### src/shared/tci_defines.svh
`ifndef TCI_DEFINES_SVH
`define TCI_DEFINES_SVH

// register map
`define TCI_CFG_OFFSET 32'h0000_0024

// field positions inside the config word
`define TCI_PSC_LSB 18
`define TCI_PSC_MSB 19
`define TCI_DIR_LSB 16
`define TCI_DIR_MSB 17
`define TCI_FLT_LSB 0
`define TCI_FLT_MSB 3

// reset values
`define TCI_PSC_RST 2'h0
`define TCI_DIR_RST 2'h0
`define TCI_FLT_RST 4'h0
`define TCI_RDATA_RST 32'h0000_0000

`endif

### src/shared/tci_pkg.sv
package tci_pkg;

  typedef enum logic [1:0] {
    TCI_DIR_OUTPUT = 2'h0,
    TCI_DIR_OWN = 2'h1,
    TCI_DIR_NEIGHBOUR = 2'h2,
    TCI_DIR_TRIGGER = 2'h3
  } tci_dir_t;

  typedef enum logic [1:0] {
    TCI_SRC_DTS = 2'b01,
    TCI_SRC_CLKIN = 2'b10
  } tci_src_t;

  // samples that must agree before the filter output follows
  function automatic logic [3:0] tci_filter_n(input logic [3:0] code);
    logic [3:0] n;
    n = 4'h1;
    unique case (code)
      4'h0: n = 4'h1;
      4'h1: n = 4'h2;
      4'h2: n = 4'h4;
      4'h3: n = 4'h8;
      4'h4: n = 4'h6;
      4'h5: n = 4'h8;
      4'h6: n = 4'h6;
      4'h7: n = 4'h8;
      4'h8: n = 4'h6;
      4'h9: n = 4'h8;
      4'ha: n = 4'h5;
      4'hb: n = 4'h6;
      4'hc: n = 4'h8;
      4'hd: n = 4'h5;
      4'he: n = 4'h6;
      4'hf: n = 4'h8;
    endcase
    return n;
  endfunction : tci_filter_n

  // divide ratio applied to the selected sampling tick
  function automatic logic [5:0] tci_filter_div(input logic [3:0] code);
    logic [5:0] d;
    d = 6'h01;
    unique case (code)
      4'h0, 4'h1, 4'h2, 4'h3: d = 6'h01;
      4'h4, 4'h5: d = 6'h02;
      4'h6, 4'h7: d = 6'h04;
      4'h8, 4'h9: d = 6'h08;
      4'ha, 4'hb, 4'hc: d = 6'h10;
      4'hd, 4'he, 4'hf: d = 6'h20;
    endcase
    return d;
  endfunction : tci_filter_div

  function automatic tci_src_t tci_filter_src(input logic [3:0] code);
    return (code >= 4'h1 && code <= 4'h3) ? TCI_SRC_CLKIN : TCI_SRC_DTS;
  endfunction : tci_filter_src

endpackage : tci_pkg

### src/core/tci_capture_prescaler.sv
`include "tci_defines.svh"
module tci_capture_prescaler
  import tci_pkg::*;
#(
  parameter int CNT_W = 3
) (
  input wire logic hclk,
  input wire logic hresetn,
  input wire logic enable,
  input wire logic [1:0] psc,
  input wire logic evt_in,
  output logic evt_out
);

  generate
    if (CNT_W < 3) begin : g_bad_width
      $error("prescaler counter must hold at least 3 bits");
    end
  endgenerate

  typedef struct packed {
    logic [CNT_W-1:0] cnt;
    logic out;
  } tci_psc_state_t;

  tci_psc_state_t st_r;
  tci_psc_state_t st_nxt;
  logic [CNT_W-1:0] mask;

  assign mask = CNT_W'((4'h1 << psc) - 4'h1);

  always_comb begin
    st_nxt = st_r;
    st_nxt.out = 1'b0;
    if (!enable) begin
      st_nxt.cnt = '0;
    end else if (evt_in) begin
      if ((st_r.cnt & mask) == mask) begin
        st_nxt.out = 1'b1;
        st_nxt.cnt = '0;
      end else begin
        st_nxt.cnt = st_r.cnt + CNT_W'(1);
      end
    end
  end

  always_ff @(posedge hclk or negedge hresetn) begin
    if (!hresetn) begin
      st_r <= '0;
    end else begin
      st_r <= st_nxt;
    end
  end

  assign evt_out = st_r.out;
endmodule : tci_capture_prescaler

### src/core/tci_digital_filter.sv
`include "tci_defines.svh"
module tci_digital_filter
  import tci_pkg::*;
#(
  parameter int DIV_W = 6,
  parameter int CNT_W = 4
) (
  input wire logic hclk,
  input wire logic hresetn,
  input wire logic [3:0] flt_code,
  input wire logic dts_en,
  input wire logic clkin_en,
  input wire logic din,
  output logic dout
);

  generate
    if (DIV_W < 6 || CNT_W < 4) begin : g_bad_width
      $error("filter counters too narrow for the filter table");
    end
  endgenerate

  typedef struct packed {
    logic [DIV_W-1:0] div_cnt;
    logic [CNT_W-1:0] cnt;
    logic out;
  } tci_flt_state_t;

  tci_flt_state_t st_r;
  tci_flt_state_t st_nxt;
  logic tick;
  logic sample_en;
  logic [DIV_W-1:0] div_last;
  logic [CNT_W-1:0] n_last;

  assign tick = (tci_filter_src(flt_code) == TCI_SRC_CLKIN) ? clkin_en : dts_en;
  assign div_last = DIV_W'(tci_filter_div(flt_code) - 6'h01);
  assign n_last = CNT_W'(tci_filter_n(flt_code) - 4'h1);
  assign sample_en = tick && (st_r.div_cnt >= div_last);

  always_comb begin
    st_nxt = st_r;
    if (tick) begin
      st_nxt.div_cnt = sample_en ? '0 : st_r.div_cnt + DIV_W'(1);
    end
    if (sample_en) begin
      if (din == st_r.out) begin
        st_nxt.cnt = '0;
      end else if (st_r.cnt >= n_last) begin
        st_nxt.out = din;
        st_nxt.cnt = '0;
      end else begin
        st_nxt.cnt = st_r.cnt + CNT_W'(1);
      end
    end
  end

  always_ff @(posedge hclk or negedge hresetn) begin
    if (!hresetn) begin
      st_r <= '0;
    end else begin
      st_r <= st_nxt;
    end
  end

  assign dout = st_r.out;
endmodule : tci_digital_filter

### src/core/tci_top.sv
// Summary of operation
// - prescale capture events by 1, 2, 4, 8
// - clear prescaler count while channel disabled
// - direction picks output, own, neighbour, trigger
// - direction writable only while channel disabled
// - output follows after N agreeing samples
// - filter codes 0 to 4 decode
// - filter codes 5 to 15 decode
//
// Design decision made here: the AHB-Lite register port.
`include "tci_defines.svh"
module tci_top
  import tci_pkg::*;
(
  input wire logic hclk,
  input wire logic hresetn,
  input wire logic hsel,
  input wire logic [31:0] haddr,
  input wire logic [1:0] htrans,
  input wire logic hwrite,
  input wire logic [2:0] hsize,
  input wire logic [31:0] hwdata,
  input wire logic hready,
  output logic hreadyout,
  output logic hresp,
  output logic [31:0] hrdata,
  input wire logic chan1_capture_compare_enable,
  input wire logic chan1_timer_input,
  input wire logic chan0_timer_input,
  input wire logic trigger_ctrl_edge_signal,
  input wire logic dead_time_clock_en,
  input wire logic timer_input_clock_en,
  output logic [1:0] chan1_direction_select,
  output logic chan1_input_filtered,
  output logic chan1_capture_event
);

  typedef struct packed {
    logic [1:0] psc;
    tci_dir_t dir;
    logic [3:0] flt;
    logic ph_hit;
    logic ph_wr;
    logic [31:0] rdata;
    logic sel_prev;
    logic wr_seen;
  } tci_top_state_t;

  tci_top_state_t st_r;
  tci_top_state_t st_nxt;

  logic addr_acc;
  logic addr_hit;
  logic wr_now;
  logic filt_level;
  logic sel_level;
  logic evt_raw;
  logic [31:0] cfg_word_nxt;
  logic rd_hit;

  // config word as software reads it back
  function automatic logic [31:0] tci_cfg_word(input logic [1:0] psc, input logic [1:0] dir,
    input logic [3:0] flt);
    logic [31:0] w;
    w = '0;
    w[`TCI_PSC_MSB:`TCI_PSC_LSB] = psc;
    w[`TCI_DIR_MSB:`TCI_DIR_LSB] = dir;
    w[`TCI_FLT_MSB:`TCI_FLT_LSB] = flt;
    return w;
  endfunction : tci_cfg_word

  // single-word slave, always ready, always OKAY
  assign hreadyout = 1'b1;
  assign hresp = 1'b0;
  assign hrdata = st_r.rdata;

  assign addr_acc = hsel && hready && htrans[1];
  assign addr_hit = (haddr == `TCI_CFG_OFFSET);
  assign wr_now = st_r.ph_hit && st_r.ph_wr;
  assign rd_hit = addr_acc && !hwrite && addr_hit;

  tci_digital_filter #(
    .DIV_W(6),
    .CNT_W(4)
  ) u_filter (
    .hclk(hclk),
    .hresetn(hresetn),
    .flt_code(st_r.flt),
    .dts_en(dead_time_clock_en),
    .clkin_en(timer_input_clock_en),
    .din(chan1_timer_input),
    .dout(filt_level)
  );

  // source selection for the capture path
  always_comb begin
    sel_level = 1'b0;
    unique case (st_r.dir)
      TCI_DIR_OUTPUT: sel_level = 1'b0;
      TCI_DIR_OWN: sel_level = filt_level;
      TCI_DIR_NEIGHBOUR: sel_level = chan0_timer_input;
      TCI_DIR_TRIGGER: sel_level = trigger_ctrl_edge_signal;
    endcase
  end

  // rising edge of the selected level is the active event
  assign evt_raw = sel_level && !st_r.sel_prev && (st_r.dir != TCI_DIR_OUTPUT) && chan1_capture_compare_enable;

  tci_capture_prescaler #(
    .CNT_W(3)
  ) u_prescaler (
    .hclk(hclk),
    .hresetn(hresetn),
    .enable(chan1_capture_compare_enable),
    .psc(st_r.psc),
    .evt_in(evt_raw),
    .evt_out(chan1_capture_event)
  );

  always_comb begin
    st_nxt = st_r;
    st_nxt.sel_prev = sel_level;
    if (wr_now) begin
      st_nxt.wr_seen = 1'b1;
      st_nxt.psc = hwdata[`TCI_PSC_MSB:`TCI_PSC_LSB];
      st_nxt.flt = hwdata[`TCI_FLT_MSB:`TCI_FLT_LSB];
      if (!chan1_capture_compare_enable) begin
        st_nxt.dir = tci_dir_t'(hwdata[`TCI_DIR_MSB:`TCI_DIR_LSB]);
      end
    end
    st_nxt.ph_hit = addr_acc && addr_hit;
    st_nxt.ph_wr = addr_acc && hwrite;
    cfg_word_nxt = tci_cfg_word(st_nxt.psc, st_nxt.dir, st_nxt.flt);
    // forwarded so a read right after a write sees the new value
    if (rd_hit) begin
      st_nxt.rdata = cfg_word_nxt;
    end else if (addr_acc) begin
      st_nxt.rdata = `TCI_RDATA_RST;
    end
  end

  always_ff @(posedge hclk or negedge hresetn) begin
    if (!hresetn) begin
      st_r.psc <= `TCI_PSC_RST;
      st_r.dir <= tci_dir_t'(`TCI_DIR_RST);
      st_r.flt <= `TCI_FLT_RST;
      st_r.ph_hit <= 1'b0;
      st_r.ph_wr <= 1'b0;
      st_r.rdata <= `TCI_RDATA_RST;
      st_r.sel_prev <= 1'b0;
      st_r.wr_seen <= 1'b0;
    end else begin
      st_r <= st_nxt;
    end
  end

  assign chan1_direction_select = st_r.dir;
  assign chan1_input_filtered = filt_level;
endmodule : tci_top

### config.mk
export PLATFORM = sky130hd
export DESIGN_NAME = tci_top
export DESIGN_NICKNAME = d
export VERILOG_FILES = /design/src/shared/tci_pkg.sv /design/src/core/tci_capture_prescaler.sv /design/src/core/tci_digital_filter.sv /design/src/core/tci_top.sv
export VERILOG_INCLUDE_DIRS = /design/src /design/src/shared
export SDC_FILE = /design/constraint.sdc
export NUM_CORES = 1
export LEC_CHECK = 0
export ABC_AREA = 1
export BUFFER_PORTS_ARGS = -buffer_cell sky130_fd_sc_hd__buf_2
export CORE_AREA = 2 2 90 92
export DETAILED_ROUTE_END_ITERATION = 8
export DIE_AREA = 0 0 92 94
export HOLD_SLACK_MARGIN = 0.05
export PLACE_DENSITY = 0.62
export SLEW_MARGIN = 20
export SYNTH_ARGS = -nofsm -noshare
export SYNTH_HDL_FRONTEND = slang
export SYNTH_SLANG_ARGS = --single-unit
export TNS_END_PERCENT = 100
### constraint.sdc
create_clock -name hclk -period 4.75 [get_ports hclk]
set_input_delay 0.7125 -clock hclk [delete_from_list [all_inputs] [get_ports hclk]]
set_output_delay 0.7125 -clock hclk [all_outputs]
set_load 0.01 [all_outputs]
==> summary.json <==
{
  "status": {"value": "finished clean"},
  "rrSetupSlack": {"value": 2.26, "unit": "ns"},
  "diodes": {"value": 0},
  "number_of_antenna_violations_at_the_first_check_in_global_routing": {"value": 0},
  "post_cts.resized_instances": {"value": 0},
  "power.clock.fraction": {"value": 32.2, "unit": "%"},
  "gr_util_met1": {"value": 15.51, "unit": "%"},
  "totalPowerFinal": {"value": 0.8493, "unit": "mW"},
  "timing.setup.critical_path_class": {"value": "flop to flop"},
  "fraction_of_synthesized_cell_area_taken_by_the_top_area_cell_type": {"value": 32.12, "unit": "%"},
  "yosys.area.top_type": {"value": "sky130_fd_sc_hd__dfrtp_1"},
  "total_leakage_power": {"value": 1.744, "unit": "nW"},
  "tritoncts": {"value": "yes"},
  "gp_routability_congestion": {"value": 0.8553},
  "async_reset_ff_share": {"value": 100.0, "unit": "%"},
  "syn_avg_cell_area": {"value": 7.159, "unit": "um2"},
  "insertion_delay": {"value": 0.29, "unit": "ns"},
  "ys_warn_count": {"value": 0},
  "maxClockFrequency": {"value": 0.4008, "unit": "GHz"},
  "timing.max_cap.violations": {"value": 0},
  "design.final.nets": {"value": 526},
  "die_y": {"value": 94, "unit": "um"},
  "synthesis.area": {"value": 2649, "unit": "um2"},
  "dieArea": {"value": 8648, "unit": "um2"},
  "groute.usage.overall": {"value": 13.45, "unit": "%"},
  "die-width": {"value": 92, "unit": "um"},
  "yosys.cell_count.top_type": {"value": "sky130_fd_sc_hd__nand2_1"},
  "dp_hpwl": {"value": 4290, "unit": "um"},
  "root_driver": {"value": "sky130_fd_sc_hd__clkbuf_8"},
  "drt_iter0_drc": {"value": 51},
  "first_global_vias": {"value": 2178},
  "cts_hold_buf": {"value": 0},
  "grtUsageMet2": {"value": 24.69, "unit": "%"},
  "totalNegativeSetupSlack": {"value": 0, "unit": "ns"},
  "grt_start_max_net_pins": {"value": 35},
  "total_area_of_multi_input_combinational_cells": {"value": 1433, "unit": "um2"},
  "p_int": {"value": 0.5635, "unit": "mW"},
  "tritoncts.num_buffers": {"value": 5},
  "ys_top_cells_by_count": {"value": "115 x sky130_fd_sc_hd__nand2_1, 43 x sky130_fd_sc_hd__inv_1, 36 x sky130_fd_sc_hd__buf_4"},
  "max-slew-margin-rel": {"value": 49.20, "unit": "%"},
  "floorplan.initialDensity": {"value": 34.82, "unit": "%"},
  "wl_per_cell": {"value": 10.24, "unit": "um"},
  "via_per_inst": {"value": 4.419},
  "netlist_instances": {"value": 370},
  "post-cts-setup-buffer-count": {"value": 0},
  "wl": {"value": 5406, "unit": "um"},
  "timing_hold_violations_final": {"value": 0},
  "grt_pass1_wl": {"value": 9515, "unit": "um"},
  "seq_power_share": {"value": 43.2, "unit": "%"},
  "start_kind": {"value": "flop"},
  "synth-seq-area-share": {"value": 32.12, "unit": "%"},
  "first_pass_iteration_count_of_the_detailed_router": {"value": 5},
  "synth.area.top_cells": {"value": "sky130_fd_sc_hd__dfrtp_1 32%, sky130_fd_sc_hd__nand2_1 16%, sky130_fd_sc_hd__buf_4 10%, sky130_fd_sc_hd__ha_1 9.9%, sky130_fd_sc_hd__nand3_1 6.6%"},
  "timing.clock.skew": {"value": 0.01032, "unit": "ns"},
  "grt.busiest_layer": {"value": "met2"},
  "least_margin_pin_slew": {"value": 0.7620, "unit": "ns"},
  "syn2layout_area_growth": {"value": 13.46, "unit": "%"},
  "buffer_ports.inserted": {"value": 63},
  "holdCritPathClass": {"value": "flop to flop"},
  "gr_overflow_total": {"value": 0},
  "post_route_cells_drive_above_1_share": {"value": 20.42, "unit": "%"},
  "critical_path.endpoint_type": {"value": "flop"},
  "number_of_enable_flip_flop_cells_after_synthesis": {"value": 0},
  "timing.final.setup_violations": {"value": 0},
  "sw_frac_of_total": {"value": 33.65, "unit": "%"},
  "core_area": {"value": 7607, "unit": "um2"},
  "cts_max_path_buffers": {"value": 2},
  "cp.arrival": {"value": 2.72, "unit": "ns"},
  "cellPowerDensity": {"value": 282.6, "unit": "nW/um2"},
  "clkSinkCount": {"value": 34},
  "vias": {"value": 2333},
  "grt_util_met3": {"value": 4.093, "unit": "%"},
  "detail_route.drc_violations": {"value": 0},
  "synth_top_flop_cell": {"value": "sky130_fd_sc_hd__dfrtp_1"},
  "rows": {"value": 32},
  "required": {"value": 4.98, "unit": "ns"},
  "drv_slew": {"value": 0},
  "synth.lib_cells_used.distinct": {"value": 34},
  "critical_path.max_fanout": {"value": 6},
  "floorplan.io_pins": {"value": 118},
  "net-switching-power": {"value": 0.2858, "unit": "mW"},
  "seq_area": {"value": 850.8, "unit": "um2"},
  "timing.final.crit_period": {"value": 2.495, "unit": "ns"},
  "layout.filler_cells": {"value": 823},
  "power.share.combinational": {"value": 24.6, "unit": "%"},
  "synth-seq-cells": {"value": 34},
  "rsz0062_at_grt": {"value": "no"},
  "ctsHtreeMaxLevel": {"value": 2},
  "vdd_ir_drop_max": {"value": 0.09408, "unit": "mV"},
  "post-route-period-util": {"value": 52.53, "unit": "%"},
  "clk_pin_slew": {"value": 0.08, "unit": "ns"},
  "route.antenna.remaining_nets": {"value": 0}
}
==> area by class of cell <==
type                            instances  area share (%)
Clock buffer                            5           2.290
Clock inverter                          3           1.499
Inverter                               44           5.495
Multi-Input combinational cell        277           47.67
Sequential cell                        34           28.31
Tap cell                              102           4.246
Timing Repair Buffer                   63           10.49
==> cells in the final DEF (no fill, tap or decap), drive strengths merged, types with 16 or more instances in the layout <==
cell and n:
inv 44, dfrtp 34, conb 26, o21ai 16, buf 63, nand2 121, nand3 35, ha 21
nor2 32
==> critical path, cell delays in order (launching register included) <==
cell	delay, ns
sky130_fd_sc_hd__dfrtp_1	0.44
sky130_fd_sc_hd__inv_1	0.18
sky130_fd_sc_hd__ha_1	0.29
sky130_fd_sc_hd__nand2_1	0.09
sky130_fd_sc_hd__nand3_1	0.07
sky130_fd_sc_hd__nand2_1	0.09
sky130_fd_sc_hd__inv_1	0.05
sky130_fd_sc_hd__ha_1	0.19
sky130_fd_sc_hd__xor2_1	0.16
sky130_fd_sc_hd__ha_1	0.27
sky130_fd_sc_hd__nand2_1	0.06
sky130_fd_sc_hd__inv_1	0.04
sky130_fd_sc_hd__nand2_1	0.07
sky130_fd_sc_hd__nand3_1	0.17
sky130_fd_sc_hd__nor2_1	0.14
sky130_fd_sc_hd__nand2_1	0.06
sky130_fd_sc_hd__nand2_1	0.06
==> routing by layer <==
metal | part of all wire (%) | wire (um) | up-vias
met2 | 49 | 2670 | 76
met1 | 43 | 2348 | 1044
met5 | 0 | 0 | -
li1 | - | - | 1206
met4 | 0.85 | 46 | 0
met3 | 6.3 | 340 | 7
==> sequential cells by signal, summed over array words and instances (netlist names) <==
signal                  cells
u_prescaler.st_r            3
hrdata                      8
st_r                        9
chan1_direction_select      2
u_filter.dout               1
u_filter.st_r              10
u_prescaler.evt_out         1
==> worst paths after layout <==
path                           start                   to  depth (start not counted)
hold / removal             hrdata[3]            hrdata[3]                          2
setup / recovery            st_r[37]     u_filter.st_r[4]                         16
max in group asynchronous    hresetn  u_prescaler.st_r[2]                          1
min in group asynchronous    hresetn    u_filter.st_r[10]                          1
hold reg to reg            hrdata[3]            hrdata[3]                          2
setup reg to reg            st_r[37]     u_filter.st_r[4]                         16
==> stage by stage <==
stage | area, um2 | setup WS (ns) | util (%) | hold WS, ns | instances
finish | 3005 | 2.255 | 39.51 | 0.4835 | 528
detailed placement | 2892 | 2.272 | 38.01 | 0.4596 | 520
CTS | 3005 | 2.247 | 39.51 | 0.4871 | 528
floorplan | 2739 | 2.520 | - | 0.4169 | 394
global route | 3005 | 1.967 | 39.51 | 0.5142 | 528
global placement | 2892 | 2.325 | 38.01 | 0.4598 | 520
==> cells by family after synthesis <==
| kind of cell | share of synthesized area, % |
|---|---|
| AND/OR/NAND/NOR | 32.31 |
| flip-flops | 32.12 |
| other | 0.2835 |
| buffers and inverters | 17.19 |
| adder cells (fa/ha/maj) | 9.920 |
| AO/OA/AOI/OAI | 6.519 |
| XOR/XNOR | 1.653 |
==> power by group through the flow <==
stage,registers (mW),clock network (mW),logic [mW]
final,0.367,0.274,0.209
after floorplan,0.359,0,0.172
after global routing,0.374,0.294,0.248
after CTS,0.367,0.281,0.211
after global placement,0.370,0,0.202
after detailed placement,0.373,0,0.210
Note: power is estimated with default switching activity, not from simulation.
